### src/core/ssp_defines.svh
`ifndef SSP_DEFINES_SVH
`define SSP_DEFINES_SVH

// Register indices; byte address is four times the index
`define SSP_IDX_CTRL      4'ha
`define SSP_IDX_STAT      4'hb
`define SSP_IDX_DATA      4'hc

// Control field positions and reset value
`define SSP_CTRL_EN       6
`define SSP_CTRL_MSTR     4
`define SSP_CTRL_IDLE_CLOCK_LEVEL_BIT     2
`define SSP_CTRL_MASK     8'h54
`define SSP_CTRL_RESET    8'h04

// Status field positions
`define SSP_STAT_DONE     7
`define SSP_STAT_CLASH    6

// Transfer size and master shift clock divide ratio
`define SSP_BITS          8
`define SSP_MASTER_DIV    4
// Shift clock edges per master transfer
`define SSP_MASTER_EDGES  16

`endif

### src/core/ssp_pkg.sv
package ssp_pkg;

  typedef enum logic [1:0] {
    SSP_BUS_IDLE = 2'b01,
    SSP_BUS_ACK  = 2'b10
  } ssp_bus_state_t;

  typedef enum logic [1:0] {
    SSP_CLK_IDLE = 2'b01,
    SSP_CLK_RUN  = 2'b10
  } ssp_clk_state_t;

endpackage : ssp_pkg

### src/core/ssp_clkgen.sv
`timescale 1ns/10ps
`default_nettype none
`include "ssp_defines.svh"

module ssp_clkgen
  import ssp_pkg::*;
#(
  parameter int DIV   = `SSP_MASTER_DIV,
  parameter int EDGES = `SSP_MASTER_EDGES
) (
  // Clock and reset
  input  wire logic mclk_i,
  input  wire logic rst_n_i,
  // Control
  input  wire logic start_i,
  input  wire logic abort_i,
  input  wire logic idle_level_i,
  // Shift clock
  output logic      sck_o,
  output logic      rise_o,
  output logic      fall_o,
  output logic      busy_o
);

  localparam logic [7:0] HALF_C  = 8'(DIV / 2);
  localparam logic [5:0] EDGES_C = 6'(EDGES);

  ssp_clk_state_t state;
  logic [7:0]     phase;
  logic [5:0]     edges;
  logic           flip;

  assign flip   = (state == SSP_CLK_RUN) && (phase == HALF_C - 8'h01);
  assign rise_o = flip && !sck_o;
  assign fall_o = flip && sck_o;
  assign busy_o = (state == SSP_CLK_RUN);

  always_ff @(posedge mclk_i or negedge rst_n_i) begin
    if (!rst_n_i) begin
      state <= SSP_CLK_IDLE;
      phase <= 8'h00;
      edges <= 6'h00;
    end else begin
      case (state)
        SSP_CLK_IDLE: begin
          phase <= 8'h00;
          edges <= 6'h00;
          if (start_i && !abort_i) begin
            state <= SSP_CLK_RUN;
          end
        end
        SSP_CLK_RUN: begin
          if (abort_i) begin
            state <= SSP_CLK_IDLE;
          end else if (flip) begin
            phase <= 8'h00;
            edges <= edges + 6'h01;
            if (edges == EDGES_C - 6'h01) begin
              state <= SSP_CLK_IDLE;
            end
          end else begin
            phase <= phase + 8'h01;
          end
        end
        default: state <= SSP_CLK_IDLE;
      endcase
    end
  end

  // Idle level follows polarity; toggles every half period of DIV clocks
  always_ff @(posedge mclk_i or negedge rst_n_i) begin
    if (!rst_n_i) begin
      sck_o <= 1'b1;
    end else if (state != SSP_CLK_RUN || abort_i) begin
      sck_o <= idle_level_i;
    end else if (flip) begin
      sck_o <= !sck_o;
    end
  end

  chk_master_half_period: assert property (
    @(posedge mclk_i) disable iff (!rst_n_i)
    (flip && !abort_i && edges != EDGES_C - 6'h01)
    |=> !flip ##1 (flip || abort_i || $past(abort_i))
  ) else $error("master shift clock half period wrong");

  chk_master_idle_level: assert property (
    @(posedge mclk_i) disable iff (!rst_n_i)
    (!busy_o && !start_i && $stable(idle_level_i)) |=> (sck_o == $past(idle_level_i))
  ) else $error("master shift clock not at idle level");

endmodule : ssp_clkgen
`default_nettype wire

### src/core/ssp_shifter.sv
`timescale 1ns/10ps
`default_nettype none
`include "ssp_defines.svh"

module ssp_shifter
  import ssp_pkg::*;
#(
  parameter int WIDTH     = `SSP_BITS,
  parameter bit MSB_FIRST = 1'b1
) (
  // Clock and reset
  input  wire logic             mclk_i,
  input  wire logic             rst_n_i,
  // Shift clock events
  input  wire logic             rise_i,
  input  wire logic             fall_i,
  input  wire logic             idle_level_i,
  input  wire logic             abort_i,
  // Serial lines
  input  wire logic             sdi_i,
  output logic                  sdo_o,
  // Parallel side
  input  wire logic             load_i,
  input  wire logic [WIDTH-1:0] load_data_i,
  input  wire logic             fill_ones_i,
  output logic [WIDTH-1:0]      data_o,
  output logic                  active_o,
  output logic                  done_o
);

  localparam logic [3:0] LAST_C = 4'(WIDTH - 1);
  localparam logic [3:0] FULL_C = 4'(WIDTH);

  logic [3:0] count;
  logic       in_bit;
  logic       start_edge;
  logic       do_rise;
  logic       do_fall;

  function automatic logic [WIDTH-1:0] shift_in(input logic [WIDTH-1:0] v, input logic b);
    shift_in = MSB_FIRST ? {v[WIDTH-2:0], b} : {b, v[WIDTH-1:1]};
  endfunction : shift_in

  // Last stage drives the pin, so between bytes it shows the first bit taken in
  assign sdo_o      = MSB_FIRST ? data_o[WIDTH-1] : data_o[0];
  assign start_edge = !active_o && (idle_level_i ? fall_i : rise_i);
  assign do_rise    = rise_i && (active_o || start_edge);
  assign do_fall    = fall_i && active_o;

  always_ff @(posedge mclk_i or negedge rst_n_i) begin
    if (!rst_n_i) begin
      data_o   <= '0;
      in_bit   <= 1'b0;
      count    <= 4'h0;
      active_o <= 1'b0;
      done_o   <= 1'b0;
    end else begin
      done_o <= 1'b0;
      if (abort_i) begin
        active_o <= 1'b0;
        count    <= 4'h0;
      end else if (start_edge) begin
        active_o <= 1'b1;
      end
      if (load_i) begin
        data_o <= load_data_i;
      end else if (fill_ones_i) begin
        data_o <= '1;
      end else if (!abort_i && do_rise && count == LAST_C) begin
        data_o <= shift_in(data_o, sdi_i);
      end else if (!abort_i && do_fall && count != 4'h0 && count != FULL_C) begin
        data_o <= shift_in(data_o, in_bit);
      end
      if (!abort_i && do_rise) begin
        in_bit <= sdi_i;
        if (count == LAST_C && idle_level_i) begin
          count    <= 4'h0;
          active_o <= 1'b0;
          done_o   <= 1'b1;
        end else begin
          count <= count + 4'h1;
        end
      end else if (!abort_i && do_fall && count == FULL_C) begin
        count    <= 4'h0;
        active_o <= 1'b0;
        done_o   <= 1'b1;
      end
    end
  end

  chk_eighth_rise_done: assert property (
    @(posedge mclk_i) disable iff (!rst_n_i)
    (do_rise && !abort_i && count == LAST_C && idle_level_i) |=> (done_o && !active_o)
  ) else $error("byte not complete at final rising edge");

  chk_count_bounded: assert property (
    @(posedge mclk_i) disable iff (!rst_n_i)
    (count <= FULL_C) && (active_o || count == 4'h0 || $past(abort_i))
  ) else $error("bit counter out of range");

endmodule : ssp_shifter
`default_nettype wire

### src/core/ssp_top.sv
`timescale 1ns/10ps
`default_nettype none
`include "ssp_defines.svh"

module ssp_top
  import ssp_pkg::*;
#(
  parameter bit MSB_FIRST = 1'b1
) (
  // Clock and reset
  input  wire logic        mclk_i,
  input  wire logic        reset_n_i,
  // Avalon-MM slave, byte addressed
  input  wire logic [5:0]  avs_address_i,
  input  wire logic        avs_read_i,
  input  wire logic        avs_write_i,
  input  wire logic [31:0] avs_writedata_i,
  input  wire logic [3:0]  avs_byteenable_i,
  output logic [31:0]      avs_readdata_o,
  output logic             avs_waitrequest_o,
  // Shift clock pin
  input  wire logic        sck_i,
  output logic             sck_o,
  output logic             sck_oe_o,
  // Serial data pins
  input  wire logic        serial_in_line_i,
  output logic             serial_out_line_o,
  output logic             serial_out_line_oe_o,
  // Port B coupling
  output logic             port_b_dir_load_o,
  output logic             port_b_bit_five_dir_o,
  output logic             port_b_bit_six_dir_o,
  output logic             port_b_bit_seven_dir_o,
  output logic             simple_serial_port_on_o
);

  logic           rst_meta;
  logic           rst_n;
  ssp_bus_state_t bus_st;
  logic           req;
  logic           acc;
  logic [7:0]     ctrl;
  logic           en;
  logic           mstr;
  logic           idle_clock_level_bit;
  logic           en_d;
  logic           mstr_d;
  logic           abort;
  logic           wr_data;
  logic           data_acc;
  logic           stat_rd;
  logic           armed;
  logic           done_flag;
  logic           clash_flag;
  logic           clear_seq;
  logic           sck_prev;
  logic           s_rise;
  logic           s_fall;
  logic           m_rise;
  logic           m_fall;
  logic           m_sck;
  logic           m_busy;
  logic           m_start;
  logic           rise;
  logic           fall;
  logic [7:0]     shift_data;
  logic           active;
  logic           done;
  logic           serial_out_line;
  logic [7:0]     rd_byte;

  function automatic logic hit(input logic [5:0] a, input logic [3:0] idx);
    hit = (a[5:2] == idx) && (a[1:0] == 2'b00);
  endfunction : hit

  // Reset is released through two flops; assertion stays asynchronous
  always_ff @(posedge mclk_i or negedge reset_n_i) begin
    if (!reset_n_i) begin
      rst_meta <= 1'b0;
      rst_n    <= 1'b0;
    end else begin
      rst_meta <= 1'b1;
      rst_n    <= rst_meta;
    end
  end

  // One wait cycle per access so side effects land on the accepted edge
  assign req               = avs_read_i || avs_write_i;
  assign avs_waitrequest_o = req && (bus_st != SSP_BUS_ACK);
  assign acc               = req && (bus_st == SSP_BUS_ACK);

  always_ff @(posedge mclk_i or negedge rst_n) begin
    if (!rst_n) begin
      bus_st <= SSP_BUS_IDLE;
    end else begin
      case (bus_st)
        SSP_BUS_IDLE: begin
          if (req) begin
            bus_st <= SSP_BUS_ACK;
          end
        end
        SSP_BUS_ACK: bus_st <= SSP_BUS_IDLE;
        default:     bus_st <= SSP_BUS_IDLE;
      endcase
    end
  end

  // Control register
  always_ff @(posedge mclk_i or negedge rst_n) begin
    if (!rst_n) begin
      ctrl <= `SSP_CTRL_RESET;
    end else if (acc && avs_write_i && avs_byteenable_i[0]
                 && hit(avs_address_i, `SSP_IDX_CTRL)) begin
      ctrl <= avs_writedata_i[7:0] & `SSP_CTRL_MASK;
    end
  end

  assign en   = ctrl[`SSP_CTRL_EN];
  assign mstr = ctrl[`SSP_CTRL_MSTR];
  assign idle_clock_level_bit = ctrl[`SSP_CTRL_IDLE_CLOCK_LEVEL_BIT];

  always_ff @(posedge mclk_i or negedge rst_n) begin
    if (!rst_n) begin
      en_d   <= 1'b0;
      mstr_d <= 1'b0;
    end else begin
      en_d   <= en;
      mstr_d <= mstr;
    end
  end

  // Dropping either enable or master ends a transfer at once
  assign abort = (en_d && !en) || (mstr_d && !mstr);

  // Data register reachable only while enabled
  assign wr_data  = acc && avs_write_i && avs_byteenable_i[0] && en
                    && hit(avs_address_i, `SSP_IDX_DATA);
  assign data_acc = acc && en && hit(avs_address_i, `SSP_IDX_DATA)
                    && (avs_read_i || avs_byteenable_i[0]);
  assign stat_rd  = acc && avs_read_i && hit(avs_address_i, `SSP_IDX_STAT);
  assign m_start  = wr_data && mstr && !active && !m_busy;

  // Shift clock source; slave edges rely on an external rate of at most bus/4
  always_ff @(posedge mclk_i or negedge rst_n) begin
    if (!rst_n) begin
      sck_prev <= 1'b1;
    end else begin
      sck_prev <= sck_i;
    end
  end

  assign s_rise = en && !mstr && sck_i && !sck_prev;
  assign s_fall = en && !mstr && !sck_i && sck_prev;
  assign rise   = mstr ? (en && m_rise) : s_rise;
  assign fall   = mstr ? (en && m_fall) : s_fall;

  ssp_clkgen u_clkgen (
    .mclk_i       (mclk_i),
    .rst_n_i      (rst_n),
    .start_i      (m_start),
    .abort_i      (abort),
    .idle_level_i (idle_clock_level_bit),
    .sck_o        (m_sck),
    .rise_o       (m_rise),
    .fall_o       (m_fall),
    .busy_o       (m_busy)
  );

  // Single register serves transmit and receive; writes overwrite it
  ssp_shifter #(
    .WIDTH     (`SSP_BITS),
    .MSB_FIRST (MSB_FIRST)
  ) u_shifter (
    .mclk_i       (mclk_i),
    .rst_n_i      (rst_n),
    .rise_i       (rise),
    .fall_i       (fall),
    .idle_level_i (idle_clock_level_bit),
    .abort_i      (abort),
    .sdi_i        (serial_in_line_i),
    .sdo_o        (serial_out_line),
    .load_i       (wr_data),
    .load_data_i  (avs_writedata_i[7:0]),
    .fill_ones_i  (en && !en_d),
    .data_o       (shift_data),
    .active_o     (active),
    .done_o       (done)
  );

  // Clearing needs a status read with done set, then a data access
  assign clear_seq = data_acc && armed;

  always_ff @(posedge mclk_i or negedge rst_n) begin
    if (!rst_n) begin
      armed <= 1'b0;
    end else if (data_acc) begin
      armed <= 1'b0;
    end else if (stat_rd && done_flag) begin
      armed <= 1'b1;
    end
  end

  // A new completion wins over a clear in the same cycle
  always_ff @(posedge mclk_i or negedge rst_n) begin
    if (!rst_n) begin
      done_flag <= 1'b0;
    end else if (done) begin
      done_flag <= 1'b1;
    end else if (clear_seq) begin
      done_flag <= 1'b0;
    end
  end

  always_ff @(posedge mclk_i or negedge rst_n) begin
    if (!rst_n) begin
      clash_flag <= 1'b0;
    end else if (data_acc && active && !done) begin
      clash_flag <= 1'b1;
    end else if (clear_seq) begin
      clash_flag <= 1'b0;
    end
  end

  // Read data; data reads during a transfer show the live shift state
  always_comb begin
    rd_byte = 8'h00;
    if (hit(avs_address_i, `SSP_IDX_CTRL)) begin
      rd_byte = ctrl;
    end else if (hit(avs_address_i, `SSP_IDX_STAT)) begin
      rd_byte[`SSP_STAT_DONE]  = done_flag;
      rd_byte[`SSP_STAT_CLASH] = clash_flag;
    end else if (hit(avs_address_i, `SSP_IDX_DATA) && en) begin
      rd_byte = shift_data;
    end
  end

  always_ff @(posedge mclk_i or negedge rst_n) begin
    if (!rst_n) begin
      avs_readdata_o <= 32'h0;
    end else if (bus_st == SSP_BUS_IDLE && avs_read_i) begin
      avs_readdata_o <= {24'h0, rd_byte};
    end
  end

  // Pins; output line follows the last shift stage while enabled
  assign serial_out_line_o    = serial_out_line;
  assign serial_out_line_oe_o = en;
  assign sck_o                = m_sck;
  assign sck_oe_o             = en && mstr;

  // Direction load is a pulse so later software changes stand
  assign port_b_dir_load_o       = en && !en_d;
  assign port_b_bit_five_dir_o   = 1'b1;
  assign port_b_bit_six_dir_o    = 1'b0;
  assign port_b_bit_seven_dir_o  = mstr;
  assign simple_serial_port_on_o = en;

  chk_enable_drives_one: assert property (
    @(posedge mclk_i) disable iff (!rst_n)
    (en && !en_d && !wr_data) |=> (serial_out_line_o && serial_out_line_oe_o)
  ) else $error("output line not high after enable");

  chk_done_sets_flag: assert property (
    @(posedge mclk_i) disable iff (!rst_n)
    done |=> done_flag
  ) else $error("done flag not set at final edge");

  chk_clear_sequence: assert property (
    @(posedge mclk_i) disable iff (!rst_n)
    (stat_rd && done_flag) ##1 (!data_acc && !done)[*2] ##1 (data_acc && !done)
    |=> !done_flag
  ) else $error("done flag survived clear sequence");

  chk_clash_sets: assert property (
    @(posedge mclk_i) disable iff (!rst_n)
    (data_acc && active && !done) |=> clash_flag
  ) else $error("clash flag not set on mid-transfer access");

  chk_data_gated: assert property (
    @(posedge mclk_i) disable iff (!rst_n)
    (bus_st == SSP_BUS_IDLE && avs_read_i && !en && hit(avs_address_i, `SSP_IDX_DATA))
    |=> (avs_readdata_o == 32'h0)
  ) else $error("data register readable while disabled");

  chk_disable_aborts: assert property (
    @(posedge mclk_i) disable iff (!rst_n)
    (en_d && !en) |=> (!active && !m_busy)
  ) else $error("transfer not aborted on disable");

  chk_master_start: assert property (
    @(posedge mclk_i) disable iff (!rst_n)
    (m_start && !abort) |=> (m_busy && sck_oe_o)
  ) else $error("master write did not start transfer");

endmodule : ssp_top
`default_nettype wire

### config.mk
export PLATFORM = sky130hd
export DESIGN_NAME = ssp_top
export DESIGN_NICKNAME = d
export VERILOG_FILES = /design/src/core/ssp_pkg.sv /design/src/core/ssp_clkgen.sv /design/src/core/ssp_shifter.sv /design/src/core/ssp_top.sv
export VERILOG_INCLUDE_DIRS = /design/src /design/src/core
export SDC_FILE = /design/constraint.sdc
export NUM_CORES = 1
export LEC_CHECK = 0
export BUFFER_PORTS_ARGS = -buffer_cell sky130_fd_sc_hd__buf_2
export CAP_MARGIN = 15
export CORE_AREA = 2 2 77 79
export DETAILED_ROUTE_END_ITERATION = 10
export DIE_AREA = 0 0 79 81
export GPL_TIMING_DRIVEN = 1
export HOLD_SLACK_MARGIN = 0.02
export PLACE_DENSITY = 0.84
export SLEW_MARGIN = 20
export SYNTH_ARGS = -nofsm -noshare
export SYNTH_HDL_FRONTEND = slang
export SYNTH_SLANG_ARGS = --single-unit
### constraint.sdc
create_clock -name mclk_i -period 2.6 [get_ports mclk_i]
set_input_delay 0.52 -clock mclk_i [delete_from_list [all_inputs] [get_ports mclk_i]]
set_output_delay 0.52 -clock mclk_i [all_outputs]
set_load 0.005 [all_outputs]
### Word-level counts from Yosys, hierarchy flattened

Cells that the tools add are included.

* latch bits: 0
* bits in writable memories: 0
* bits in registers: 53
* word-level logic and storage cells: 162
* bits of input ports: 48
* memory bits (read-only): 0
* memories kept: 0
* output and inout bits: 42

* multiply operators: 0
* divide/modulo/power cells: 0
* bitwise logic cells: 0
* $lt $le $gt $ge: 0
* $add $sub $neg: 3
* reduce and logical (&&, ||, !) cells: 76
* mux-type cells: 43
* shift operators: 0
* equality and inequality tests: 20

Operators with widths (number)
* 2-to-1 mux 8 bit: 8
* logical AND 1 bit: 49
* 2-to-1 mux 1 bit: 18
* 2-to-1 mux 6 bit: 3
* == test 4 bit (second input constant): 4
* 2-to-1 mux 4 bit: 4
* case mux 8 bit (2 select lines): 1
* 2-to-1 mux 2 bit: 7
* case mux 6 bit (2 select lines): 1
* logical NOT 1 bit: 10
* nonzero test 2 bit: 5
* adder 8 x 1 -> 8 bit (second input constant): 1
* == test 8 x 1 -> 1 bit (second input constant): 1
* inequality test 2 bit (second input constant): 4
* nonzero test 4 bit: 2
* adder 6 x 1 -> 6 bit (second input constant): 1
* == test 6 x 4 -> 1 bit (second input constant): 1
* inequality test 3 x 1 -> 1 bit (second input constant): 2
* AND reduction 3 bit: 2
* logical OR 1 bit: 5
* adder 4 x 1 -> 4 bit (second input constant): 1
* == test 2 x 1 -> 1 bit (second input constant): 2
* == test 2 bit (second input constant): 2
* == test 4 x 3 -> 1 bit (second input constant): 1
* other kinds (6): 7

### Longest topological paths before layout

Gate-level depths: netlist (run 1).

* depth after elaboration: 14
* gate-level depth with buffers: 8
* depth with buffers taken out: 7

### Hierarchy

Synthesis (run 1) repeated with hierarchy kept, for this count alone.

* cell total of the unflattened synthesis: 296
* area, all modules: 3106.7 µm²

Modules (own cells, without submodules)
* ssp_top: sequential area each 529.3 µm², area each 1193.6 µm², cells each 112, times used 1
* ssp_clkgen: sequential area each 427.9 µm², area each 993.5 µm², cells each 97, times used 1
* ssp_shifter: sequential area each 375.4 µm², area each 919.6 µm², cells each 87, times used 1

### Worst setup path after synthesis (run 1)

No wires, ideal clock.

* path kind: reg2reg
* from: register u_clkgen.phase[1]
* to: register u_shifter.data_o[1]
* setup time: 0.125 ns
* cell stages (with the launch flop): 8
* buffers on the path: 0
* slack: 0.450 ns
* required time: 2.475 ns
* period minus slack after synthesis: 2.150 ns
* arrival: 2.025 ns
* cells stage by stage: dfrtp_1 -> inv_1 -> ha_1 -> nor3b_2 -> a41oi_1 -> a311oi_4 -> a21oi_4 -> mux2_4

* cells in the longest elaborated chain, start to end: 14
* elaborated cells between the ends (all ways): 22
* classes of those cells: 1 x eq/ne; 6 x mux; 15 x reduce/logical

RTL lines
* start, declared: RTL line ssp_clkgen.sv:29 `logic [7:0] phase;`
* start signal, assigned: RTL line ssp_clkgen.sv:62 `phase <= phase + 8'h01;`
* == test 8 x 1 -> 1 bit *: RTL line ssp_clkgen.sv:33 `assign flip = (state == SSP_CLK_RUN) && (phase == HALF_C - 8'h01);`
* logical AND 1 bit *: RTL line ssp_clkgen.sv:33
* logical AND 1 bit, on equally long branches: RTL line ssp_clkgen.sv:34, ssp_clkgen.sv:35
* logical AND 1 bit, on equally long branches: RTL line ssp_top.sv:154, ssp_top.sv:155
* 2-to-1 mux 1 bit, on equally long branches: RTL line ssp_top.sv:154, ssp_top.sv:155
* 2-to-1 mux 1 bit: RTL line ssp_shifter.sv:46 `assign start_edge = !active_o && (idle_level_i ? fall_i : rise_i);`
* logical AND 1 bit: RTL line ssp_shifter.sv:46
* logical OR 1 bit: RTL line ssp_shifter.sv:47 `assign do_rise = rise_i && (active_o || start_edge);`
* logical AND 1 bit: RTL line ssp_shifter.sv:47
* logical AND 1 bit (2 in a row): RTL line ssp_shifter.sv:69 `end else if (!abort_i && do_rise && count == LAST_C) begin`
* 2-to-1 mux 8 bit: RTL line ssp_shifter.sv:69
* 2-to-1 mux 8 bit: RTL line ssp_shifter.sv:67 `end else if (fill_ones_i) begin`
* 2-to-1 mux 8 bit: RTL line ssp_shifter.sv:65 `if (load_i) begin`
* end signal, assigned: RTL line ssp_shifter.sv:66 `data_o <= load_data_i;`
* end signal, assigned: RTL line ssp_shifter.sv:70 `data_o <= shift_in(data_o, sdi_i);`
* end signal, assigned: RTL line ssp_shifter.sv:72 `data_o <= shift_in(data_o, in_bit);`
* end, declared: RTL line ssp_shifter.sv:26 `output logic [WIDTH-1:0] data_o,`

Mark *: on every way between the ends. The rest lies on a longest branch, timed or not.
A chain may end at the register's enable or synchronous reset.

### Worst setup path in the final report (run 1)

* from: register u_clkgen.phase[1]
* to: register u_shifter.in_bit

* cells in the longest elaborated chain, start to end: 10
* elaborated cells between the ends (all ways): 13
* classes of those cells: 1 x eq/ne; 3 x mux; 9 x reduce/logical

RTL lines
* == test 8 x 1 -> 1 bit *: RTL line ssp_clkgen.sv:33
* logical AND 1 bit *: RTL line ssp_clkgen.sv:33
* logical AND 1 bit, on equally long branches: RTL line ssp_clkgen.sv:34, ssp_clkgen.sv:35
* logical AND 1 bit, on equally long branches: RTL line ssp_top.sv:154, ssp_top.sv:155
* 2-to-1 mux 1 bit, on equally long branches: RTL line ssp_top.sv:154, ssp_top.sv:155
* 2-to-1 mux 1 bit: RTL line ssp_shifter.sv:46
* logical AND 1 bit: RTL line ssp_shifter.sv:46
* logical OR 1 bit: RTL line ssp_shifter.sv:47
* logical AND 1 bit *: RTL line ssp_shifter.sv:47
* logical AND 1 bit *: RTL line ssp_shifter.sv:74 `if (!abort_i && do_rise) begin`
* end signal, assigned: RTL line ssp_shifter.sv:75 `in_bit <= sdi_i;`
* end, declared: RTL line ssp_shifter.sv:35 `logic in_bit;`

Marks and branches as above.

==> results.yml, run 1 <==
cells_and_area:
  areaGrowthSynthToFinish_pct: 10.3
  n_fill_cell: 480
  multi_input_area_um2: 1490
  ff_latch_area_um2: 1330
  antennaDiodeCount: 0
  nNetsFinal: 402
  layout-drive-gt1-share_pct: 22.9
yosys:
  synth_flop_cell: "dfrtp_1"
  synthTopCellsByCount: "48 x dfrtp_1, 33 x nand2_1, 27 x buf_4"
  syn-cell-area_um2: 3020
  synth-edff-count: 0
  ys_seq_elements: 53
  syn_inst: 309
  yosysUniqueCellTypes: 54
  ys_async_sr_fraction_pct: 100
  yosysTopAreaCell: "dfrtp_1"
  avgSynthCellArea_um2: 9.79
  synth_most_common_cell: "dfrtp_1"
  synth_top_area_share_pct: 39.7
  synth.area.top_cells: "dfrtp_1 40%, buf_4 6.7%, dfstp_2 4.3%"
  synth-warning-count: 0
  seq_area_frac_synth_pct: 44.1
clocking:
  insertion_delay_ns: 0.32
  clk_transition_reported_paths_ns: 0.11
  cts_tree: "yes"
  clock_sinks: 53
  clock-root-buffer: "clkbuf_8"
  htreeDepth: 2
  clockBufferDepth: 2
  cts_buffers: 5
setup_path:
  path_delay_family: "compound AO/OA/AOI/OAI gates"
  cp_max_fo: 8
  cp-startpoint: "u_clkgen.phase[1]"
  slowest_stage: "dfrtp_1"
  end_kind: "flip-flop"
  cp_slowest_stage_delay_ns: 0.43
  required_ns: 2.80
  rrSetupSlack_ns: 0.21
  crit_buf_inv: 2
  cp_cell_sequence: "inv_1 > ha_1 > nor3b_2 > a41oi_1 > a311oi_4 > buf_4 > mux2_2"
  r2r_start: "u_clkgen.phase[1]"
  critical_path.startpoint_type: "flip-flop"
  path_class: "flip-flop to flip-flop"
  cp_data_arrival_time_ns: 2.59
timing:
  rsz0062_at_grt: "no"
  period_share_pct: 92.0
  drv_slew: 0
  clock.fmax_mhz: 418
  tns_ns: 0
  timing.hold.ws_ns: 0.268
  fin_skew_ns: 0.0146
  hold_viol_final: 0
  setup_viol: 0
  fin_crit_ns: 2.39
  tightest_slew_ns: 0.594
  slew_headroom_pct: 59.9
detailed_routing:
  vias: 2402
  firstDrtPassIters: 5
  routed_wl_um: 6310
  wire_per_inst_um: 14.8
  drc: 0
  viasPerCell: 5.65
  drt.antenna.violating_nets: 0
  drtIter0Drc: 211
power_and_ir_drop:
  p_sw_share_pct: 28.5
  power_frac_comb_pct: 16.8
  switchingPower_uw: 534
  ir_drop_mv: 0.247
  p_clk_share_pct: 30.9
  leakagePower_nw: 1.52
  p_per_area_nw_per_um2: 562
  p_int_mw: 1.34
  pwr-share-seq_pct: 52.3
floorplan:
  io_pins: 90
  start_util_pct: 53.3
  rows: 28
  die-area_um2: 6400
  die_h_um: 81
  die_x_um: 79
  coreArea_um2: 5680
global_routing:
  grt_pass1_vias: 2139
  grt_pass1_wl_um: 9980
  antenna_found_initial: 0
  grt_max_degree: 28
  track_usage_pct: 19.7
  grt-ovfl-total: 0
run_status:
  status: "completed"
placed_design:
  portBuffers: 36
  place_congestion: 0.829
  dp_hpwl_um: 4570
worst_hold_path:
  hold_path_class: "flip-flop to asynchronous set/reset pin"
flow_run:
  max_cap_viol_count: 0
repair_timing:
item / CTS / global route
setup endpoints to repair: 0 / 0
hold buffers: 1 / 0
gates resized for setup: 0 / 0
buffers inserted: 0 / 0
endpoints found under the hold margin: 2 / 0
through the flow:
step / util [%] / instance area [um^2] / power, mW / setup WS, ns / instances
floorplan: - / 3120 / 1.23 / 0.450 / 334
global placement: 56.5 / 3210 / 1.29 / 0.340 / 416
detailed placement: 56.5 / 3210 / 1.31 / 0.293 / 416
CTS: 58.8 / 3330 / 1.88 / 0.274 / 425
global route: 58.8 / 3330 / 1.95 / 0.134 / 425
finish: 58.8 / 3330 / 1.87 / 0.209 / 425
flip-flops by register name, summed over array words and instances (netlist names), 2 cells and up:
name and flops:
avs_readdata_o 8, u_clkgen.phase 8, u_shifter.data_o 8, u_clkgen.edges 6, u_shifter.count 4, ctrl 3
bus_st 2, u_clkgen.state 2
worst register-to-register path: stages, from the launching register on:
cell,delay [ns]
dfrtp_1,0.43
inv_1,0.08
ha_1,0.13
nor3b_2,0.31
a41oi_1,0.35
a311oi_4,0.43
buf_4,0.22
mux2_2,0.34
layout by cell type, fill, tap and decap left out, types with 6 or more instances in the layout:
cell / instances
nor2_1: 15
a31oi_1: 6
conb_1: 27
xnor2_1: 6
nand2b_1: 8
nand3_1: 13
o21ai_0: 21
mux2_2: 7
a21oi_1: 9
dfrtp_1: 47
buf_4: 7
nand2_1: 33
nor2b_1: 9
inv_1: 15
buf_2: 36
routing by layer:
layer / track usage (%) / vias to the layer above / routed length, um
met3: 3.22 / 13 / 340
met1: 26.6 / 1170 / 2670
met2: 32.5 / 100 / 3160
met4: 6.90 / 0 / 135
li1: - / 1119 / -
met5: 0 / - / 0
power by group through the flow:
| stage | logic (mW) | clock network [mW] | registers (mW) |
|---|---|---|---|
| final | 0.315 | 0.580 | 0.980 |
| after global routing | 0.352 | 0.609 | 0.991 |
| after CTS | 0.315 | 0.589 | 0.979 |
| after detailed placement | 0.310 | 0 | 0.995 |
| after global placement | 0.296 | 0 | 0.990 |
| after floorplan | 0.254 | 0 | 0.981 |
final timing paths:
kind | endpoint | depth (start not counted)
min | u_clkgen.state[1] | 0
max reg2reg | u_shifter.in_bit | 7
min reg2reg | u_clkgen.state[1] | 0
min in group mclk_i | sck_prev | 1
max in group asynchronous | bus_st[0] | 1
max | u_shifter.in_bit | 7
kinds of logic (layout without fill, tap and decap cells):
| group | after synthesis | count (layout) | synth area share [%] |
|---|---|---|---|
| compound gates | 66 | 66 | 16.1 |
| xor+xnor | 6 | 6 | 1.74 |
| fa+ha+maj | 5 | 5 | 2.07 |
| buf+inv | 51 | 67 | 9.68 |
| flops | 53 | 53 | 44.1 |
| mux | 15 | 15 | 5.92 |
| other cells | 2 | 27 | 0.248 |
| simple gates | 111 | 111 | 20.2 |
layout make-up:
cell class	instances	area share (%)
multi-input cells	230	44.8
flip-flops and latches	53	40.0
repair buffers	44	7.28
well taps	75	2.81
clock buffers	5	2.06
inverters	15	1.69
clock inverters	3	1.39
Power figures use the tool's default switching activity.
==> run 2: changes to the inputs <==
--- a/config.mk
+++ b/config.mk
@@ -8,12 +8,12 @@
 export LEC_CHECK = 0
 export BUFFER_PORTS_ARGS = -buffer_cell sky130_fd_sc_hd__buf_2
 export CAP_MARGIN = 15
-export CORE_AREA = 2 2 77 79
+export CORE_AREA = 2 2 80 82
 export DETAILED_ROUTE_END_ITERATION = 10
-export DIE_AREA = 0 0 79 81
+export DIE_AREA = 0 0 82 84
 export GPL_TIMING_DRIVEN = 1
 export HOLD_SLACK_MARGIN = 0.02
-export PLACE_DENSITY = 0.84
+export PLACE_DENSITY = 0.78
 export SLEW_MARGIN = 20
 export SYNTH_ARGS = -nofsm -noshare
 export SYNTH_HDL_FRONTEND = slang
==> constraint.sdc (replaced) <==
create_clock -name mclk_i -period 2.7 [get_ports mclk_i]
set_input_delay 0.54 -clock mclk_i [delete_from_list [all_inputs] [get_ports mclk_i]]
set_output_delay 0.54 -clock mclk_i [all_outputs]
set_load 0.005 [all_outputs]
==> run 2 against run 1 <==
  * Clock-buffer cell count unchanged
  * First-iteration DRC count fell by 41%
  * Maximum frequency grew 1.6%
  * Combinational power decreased by 4%
  * Worst setup slack better by 0.14 ns
  * Clock power fell by 6.9%
  * Sequential cell count unchanged
  * Sequential power fell by 3.1%
  * Register-to-register slack improved by 0.14 ns
  * Hold slack improved by 0.038 ns
  * Critical path type unchanged
  * Largest cell class unchanged
  * Largest power group unchanged
==> results.yml, run 2 (synthesis gave the netlist of run 1 again) <==
power_and_ir_drop:
  ir_drop_mv: 0.249
  power.total_mw: 1.79
  leakagePower_nw: 1.51
  p_per_area_nw_per_um2: 538
global_routing:
  grt_pass1_wl_um: 9990
  grt-ovfl-total: 0
  grt_pass1_vias: 2177
  track_usage_pct: 18.2
  antenna_found_initial: 0
  grt_max_degree: 31
detailed_routing:
  wire_per_inst_um: 13.9
  firstDrtPassIters: 4
  drtIter0Drc: 125
  vias: 2287
  drc: 0
  viasPerCell: 5.37
  drt.antenna.violating_nets: 0
  routed_wl_um: 5910
clocking:
  clock_sinks: 53
  cts_tree: "yes"
  insertion_delay_ns: 0.30
  clock-root-buffer: "clkbuf_8"
  clk_transition_reported_paths_ns: 0.10
  cts_buffers: 5
  htreeDepth: 2
  clockBufferDepth: 2
worst_hold_path:
  hold_path_class: "flip-flop to asynchronous set/reset pin"
placed_design:
  place_inst: 417
  placement.cell_area_um2: 3200
  place_congestion: 0.814
  portBuffers: 36
  dp_hpwl_um: 4400
floorplan:
  io_pins: 90
  die-area_um2: 6890
  die_x_um: 82
  rows: 29
  start_util_pct: 49.6
  coreArea_um2: 6100
  die_h_um: 84
timing:
  clock.fmax_mhz: 425
  hold_viol_final: 0
  drv_slew: 0
  fin_skew_ns: 0.00479
  fin_crit_ns: 2.35
  slew_headroom_pct: 56.5
  setup_viol: 0
  rsz0062_at_grt: "no"
  tightest_slew_ns: 0.652
  period_share_pct: 87.2
  tns_ns: 0
flow_run:
  max_cap_viol_count: 0
cells_and_area:
  fin_area_um2: 3330
  layout-drive-gt1-share_pct: 22.6
  layout_commonest_cell: "dfrtp_1"
  antennaDiodeCount: 0
  areaGrowthSynthToFinish_pct: 10.1
  final_util_pct: 54.6
  reg.largest.list: "avs_readdata_o (8), u_clkgen.phase (8), u_shifter.data_o (8)"
  nNetsFinal: 401
  final_cell_mix: "47 x dfrtp_1, 36 x buf_2, 33 x nand2_1"
  instances_no_fill: 426
setup_path:
  critical_path.startpoint_type: "flip-flop"
  cp_max_fo: 11
  path_class: "flip-flop to flip-flop"
  end_kind: "flip-flop"
  required_ns: 2.90
  cp_data_arrival_time_ns: 2.55
run_status:
  status: "completed"
==> run 2: changes by cell type in the layout (fill, tap and decap cells not counted) <==
cell / change
buf_4: -1
==> run 2: critical path, cell delays in order (launching register included) <==
cell and delay (ns):
dfstp_2 0.64, and4b_1 0.24, a41oi_1 0.51, a311oi_4 0.11, a21oi_4 0.40, mux2_4 0.34
==> run 2: final cells by class <==
cell class / count / area (um^2)
clock buffer: 5 / 68.8
clock inverter: 3 / 46.3
fill: 536 / 2770
inverter: 15 / 56.3
multi-input combinational: 230 / 1490
sequential: 53 / 1330
tap: 77 / 96.3
timing repair buffer: 43 / 235
==> run 2: layer usage <==
layer / routed length, um / track usage (%) / vias up
li1: - / - / 1115
met1: 2770 / 25.7 / 1109
met2: 2830 / 29.4 / 59
met3: 253 / 2.49 / 4
met4: 45 / 3.94 / 0
met5: 0 / 0 / -
==> run 2: path summary, 6_finish.rpt <==
| kind | startpoint | endpoint | slack [ns] | cells after the start |
|---|---|---|---|---|
| max in group asynchronous | rst_n | clash_flag | 1.73 | 1 |
| worst min register to register | rst_n | u_shifter.data_o[6] | 0.31 | 0 |
| worst max-delay path | u_clkgen.state[0] | u_shifter.data_o[1] | 0.35 | 5 |
| min in group mclk_i | rst_meta | rst_n | 0.36 | 0 |
| worst min-delay path | rst_n | u_shifter.data_o[6] | 0.31 | 0 |
| worst max register to register | u_clkgen.state[0] | u_shifter.data_o[1] | 0.35 | 5 |
==> run 2: timing repair <==
action                                  CTS  global route
endpoints found under the setup margin    0             0
gates resized for setup                   0             0
buffers inserted                          0             0
hold endpoints to repair                  2             0
hold buffers                              1             0
==> run 2: where the power goes <==
| part | switching, mW | internal, mW | leakage, nW | total [mW] |
|---|---|---|---|---|
| Clock | 0.263 | 0.278 | 0.0543 | 0.540 |
| Combinational | 0.165 | 0.136 | 0.795 | 0.301 |
| Sequential | 0.0748 | 0.875 | 0.664 | 0.950 |
| Total | 0.503 | 1.29 | 1.51 | 1.79 |
==> run 2: metrics by stage <==
| step | hold slack, ns | setup slack, ns |
|---|---|---|
| final | 0.306 | 0.346 |
| after detailed placement | 0.315 | 0.387 |
| after global routing | 0.352 | 0.203 |
| after global placement | 0.323 | 0.407 |
| after CTS | 0.321 | 0.357 |
| after floorplan | 0.244 | 0.550 |
==> run 3: changes to the inputs <==
--- a/config.mk
+++ b/config.mk
@@ -6,11 +6,12 @@
 export SDC_FILE = /design/constraint.sdc
 export NUM_CORES = 1
 export LEC_CHECK = 0
+export ABC_AREA = 1
 export BUFFER_PORTS_ARGS = -buffer_cell sky130_fd_sc_hd__buf_2
 export CAP_MARGIN = 15
-export CORE_AREA = 2 2 80 82
+export CORE_AREA = 2 2 79 81
 export DETAILED_ROUTE_END_ITERATION = 10
-export DIE_AREA = 0 0 82 84
+export DIE_AREA = 0 0 81 83
 export GPL_TIMING_DRIVEN = 1
 export HOLD_SLACK_MARGIN = 0.02
 export PLACE_DENSITY = 0.78
==> run 3 against run 2 <==
  * Non-clock buffer count fell by 3
  * Maximum frequency increased by 21%
  * Global-route usage rose by 0.61 points
  * Critical path type unchanged
  * Largest cell class is now registers
  * Largest power group unchanged
==> results.yml, run 3 <==
run_status:
  status: "completed"
clocking:
  cts-resized-gates: 0
  insertion_delay_ns: 0.30
  htreeDepth: 2
  clk_transition_reported_paths_ns: 0.09
  clock_sinks: 53
  cts_tree: "yes"
  cts_buffers: 5
  clockBufferDepth: 2
  clock-root-buffer: "clkbuf_8"
yosys:
  synthTopCellsByCount: "53 x nand2_1, 48 x dfrtp_1, 44 x inv_1"
  yosysTopAreaCell: "dfrtp_1"
  synth_top_area_share_pct: 40.9
  synth-edff-count: 0
  yosysUniqueCellTypes: 41
  syn_inst: 343
  synth.area.top_cells: "dfrtp_1 41%, buf_4 6.9%, nand2_1 6.8%"
  syn-cell-area_um2: 2940
  synth_flop_cell: "dfrtp_1"
  synth-warning-count: 0
  synth_most_common_cell: "nand2_1"
  ys_async_sr_fraction_pct: 100
  avgSynthCellArea_um2: 8.56
  seq_area_frac_synth_pct: 45.4
  ys_seq_elements: 53
setup_path:
  path_class: "flip-flop to flip-flop"
  cp.depth: 12
  end_kind: "flip-flop"
  path_delay_family: "simple AND/OR/NAND/NOR gates"
  slowest_stage: "dfrtp_1"
  cp_slowest_stage_delay_ns: 0.39
  required_ns: 2.93
  critical_path.startpoint_type: "flip-flop"
  cp_max_fo: 5
  cp_cell_sequence: "inv_1 > ha_1 > nand2_1 > nor2_4 > nand4_2 > nand2_2 > inv_1 > a31oi_2 > nand2_2 > a21oi_2 > nand2_1 > o21ai_0"
  rr_worst_depth: 12
  crit_buf_inv: 2
  cp_data_arrival_time_ns: 2.17
flow_run:
  max_cap_viol_count: 0
cells_and_area:
  layout-drive-gt1-share_pct: 25.1
  final_cell_mix: "53 x nand2_1, 47 x dfrtp_1, 44 x inv_1"
  n_fill_cell: 545
  areaGrowthSynthToFinish_pct: 10.5
  multi_input_area_um2: 1270
  reg.largest.list: "avs_readdata_o (8), u_clkgen.phase (8), u_shifter.data_o (8)"
  antennaDiodeCount: 0
  ff_latch_area_um2: 1330
  layout_commonest_cell: "nand2_1"
  nNetsFinal: 439
timing:
  slew_headroom_pct: 65.5
  fin_skew_ns: 0.00719
  tightest_slew_ns: 0.514
  hold_viol_final: 0
  setup_viol: 0
  clock.fmax_mhz: 516
  period_share_pct: 71.8
  drv_slew: 0
  tns_ns: 0
  rsz0062_at_grt: "no"
  fin_crit_ns: 1.94
  timing.hold.ws_ns: 0.246
power_and_ir_drop:
  leakagePower_nw: 1.58
  switchingPower_uw: 751
  pwr-share-seq_pct: 46.6
  p_clk_share_pct: 27.3
  p_sw_share_pct: 32.9
  p_int_mw: 1.53
  p_per_area_nw_per_um2: 703
  ir_drop_mv: 0.511
  power_frac_comb_pct: 26.1
global_routing:
  grt.busiest_layer: "met2"
  gr-usage-met2_pct: 32.4
  track_usage_pct: 18.8
  grt_use_met1_pct: 23.3
  antenna_found_initial: 0
  grt_max_degree: 24
  grt-ovfl-total: 0
  grt_pass1_wl_um: 10200
  met3_usage_pct: 4.13
  grt_pass1_vias: 2338
detailed_routing:
  drtIter0Drc: 106
  wire_per_inst_um: 12.5
  viasPerCell: 4.98
  routed_wl_um: 5760
  firstDrtPassIters: 4
  drc: 0
  drt.antenna.violating_nets: 0
  vias: 2300
floorplan:
  die_h_um: 83
  start_util_pct: 50.5
  io_pins: 90
  rows: 28
  coreArea_um2: 5820
  die_x_um: 81
  die-area_um2: 6720
worst_hold_path:
  hold_path_class: "flip-flop to asynchronous set/reset pin"
placed_design:
  dp_hpwl_um: 4310
  portBuffers: 36
  place_congestion: 0.784
run 3: cell count changes in the layout (fill, tap and decap cells not counted), sizes merged, moves of 6 or more:
cell    previous run  this run
nand4              0         7
nor2              15        34
o21ai             21        30
and2               6         0
inv               15        51
a21oi             10        21
xnor2              6         0
nor2b              9         0
mux2              11         0
nand2             33        64
nand2b             8         0
run 3: final cells by class:
type | count | area share [%]
Sequential cell | 53 | 41.1
Multi-Input combinational cell | 234 | 39.0
Timing Repair Buffer | 40 | 6.56
Inverter | 52 | 6.25
Tap cell | 75 | 2.89
Clock buffer | 5 | 2.12
Clock inverter | 3 | 2.01
run 3: metrics by stage:
| step | setup WS, ns | util [%] | area, um^2 | power [mW] | cells |
|---|---|---|---|---|---|
| after floorplan | 0.940 | - | 3030 | 1.51 | 368 |
| after global routing | 0.532 | 55.8 | 3240 | 2.43 | 462 |
| after CTS | 0.717 | 55.8 | 3240 | 2.30 | 462 |
| after detailed placement | 0.638 | 53.3 | 3100 | 1.66 | 453 |
| after global placement | 0.695 | 53.3 | 3100 | 1.63 | 453 |
| final | 0.762 | 55.8 | 3240 | 2.28 | 462 |
run 3: power by group through the flow:
stage                     clock, mW  sequential (mW)  combinational, mW
after floorplan                   0             1.06              0.457
after global placement            0             1.07              0.561
after detailed placement          0             1.07              0.588
after CTS                     0.635             1.06              0.600
after global routing          0.668             1.08              0.682
final                         0.623             1.06              0.595
run 3: worst paths after layout:
| check | start | to | slack [ns] |
|---|---|---|---|
| min in group mclk_i | sck_i | sck_prev | 0.33 |
| max in group asynchronous | rst_n | ctrl[2] | 1.75 |
| worst min register to register | rst_n | u_clkgen.phase[3] | 0.25 |
| worst max-delay path | u_clkgen.phase[1] | u_shifter.count[1] | 0.76 |
| worst min-delay path | rst_n | u_clkgen.phase[3] | 0.25 |
| worst max register to register | u_clkgen.phase[1] | u_shifter.count[1] | 0.76 |
run 3: kinds of logic after synthesis:
family,after synthesis,synth area share [%]
AOI/OAI and AO/OA,69,14.7
xor gates and xnor gates,3,0.895
adders and majority gates,5,2.13
buffers and inverters,81,14.7
DFF,53,45.4
other,2,0.256
and+or+nand+nor,130,21.9
run 3: repair_timing:
item | CTS | global route
hold buffers | 1 | 0
endpoints found under the hold margin | 2 | 0
buffers inserted | 0 | 0
run 3: layer usage:
metal | wire length [um] | vias to the layer above
met5 | 0 | -
met3 | 266 | 9
met1 | 2360 | 1085
met4 | 72 | 0
met2 | 3060 | 53
li1 | - | 1153
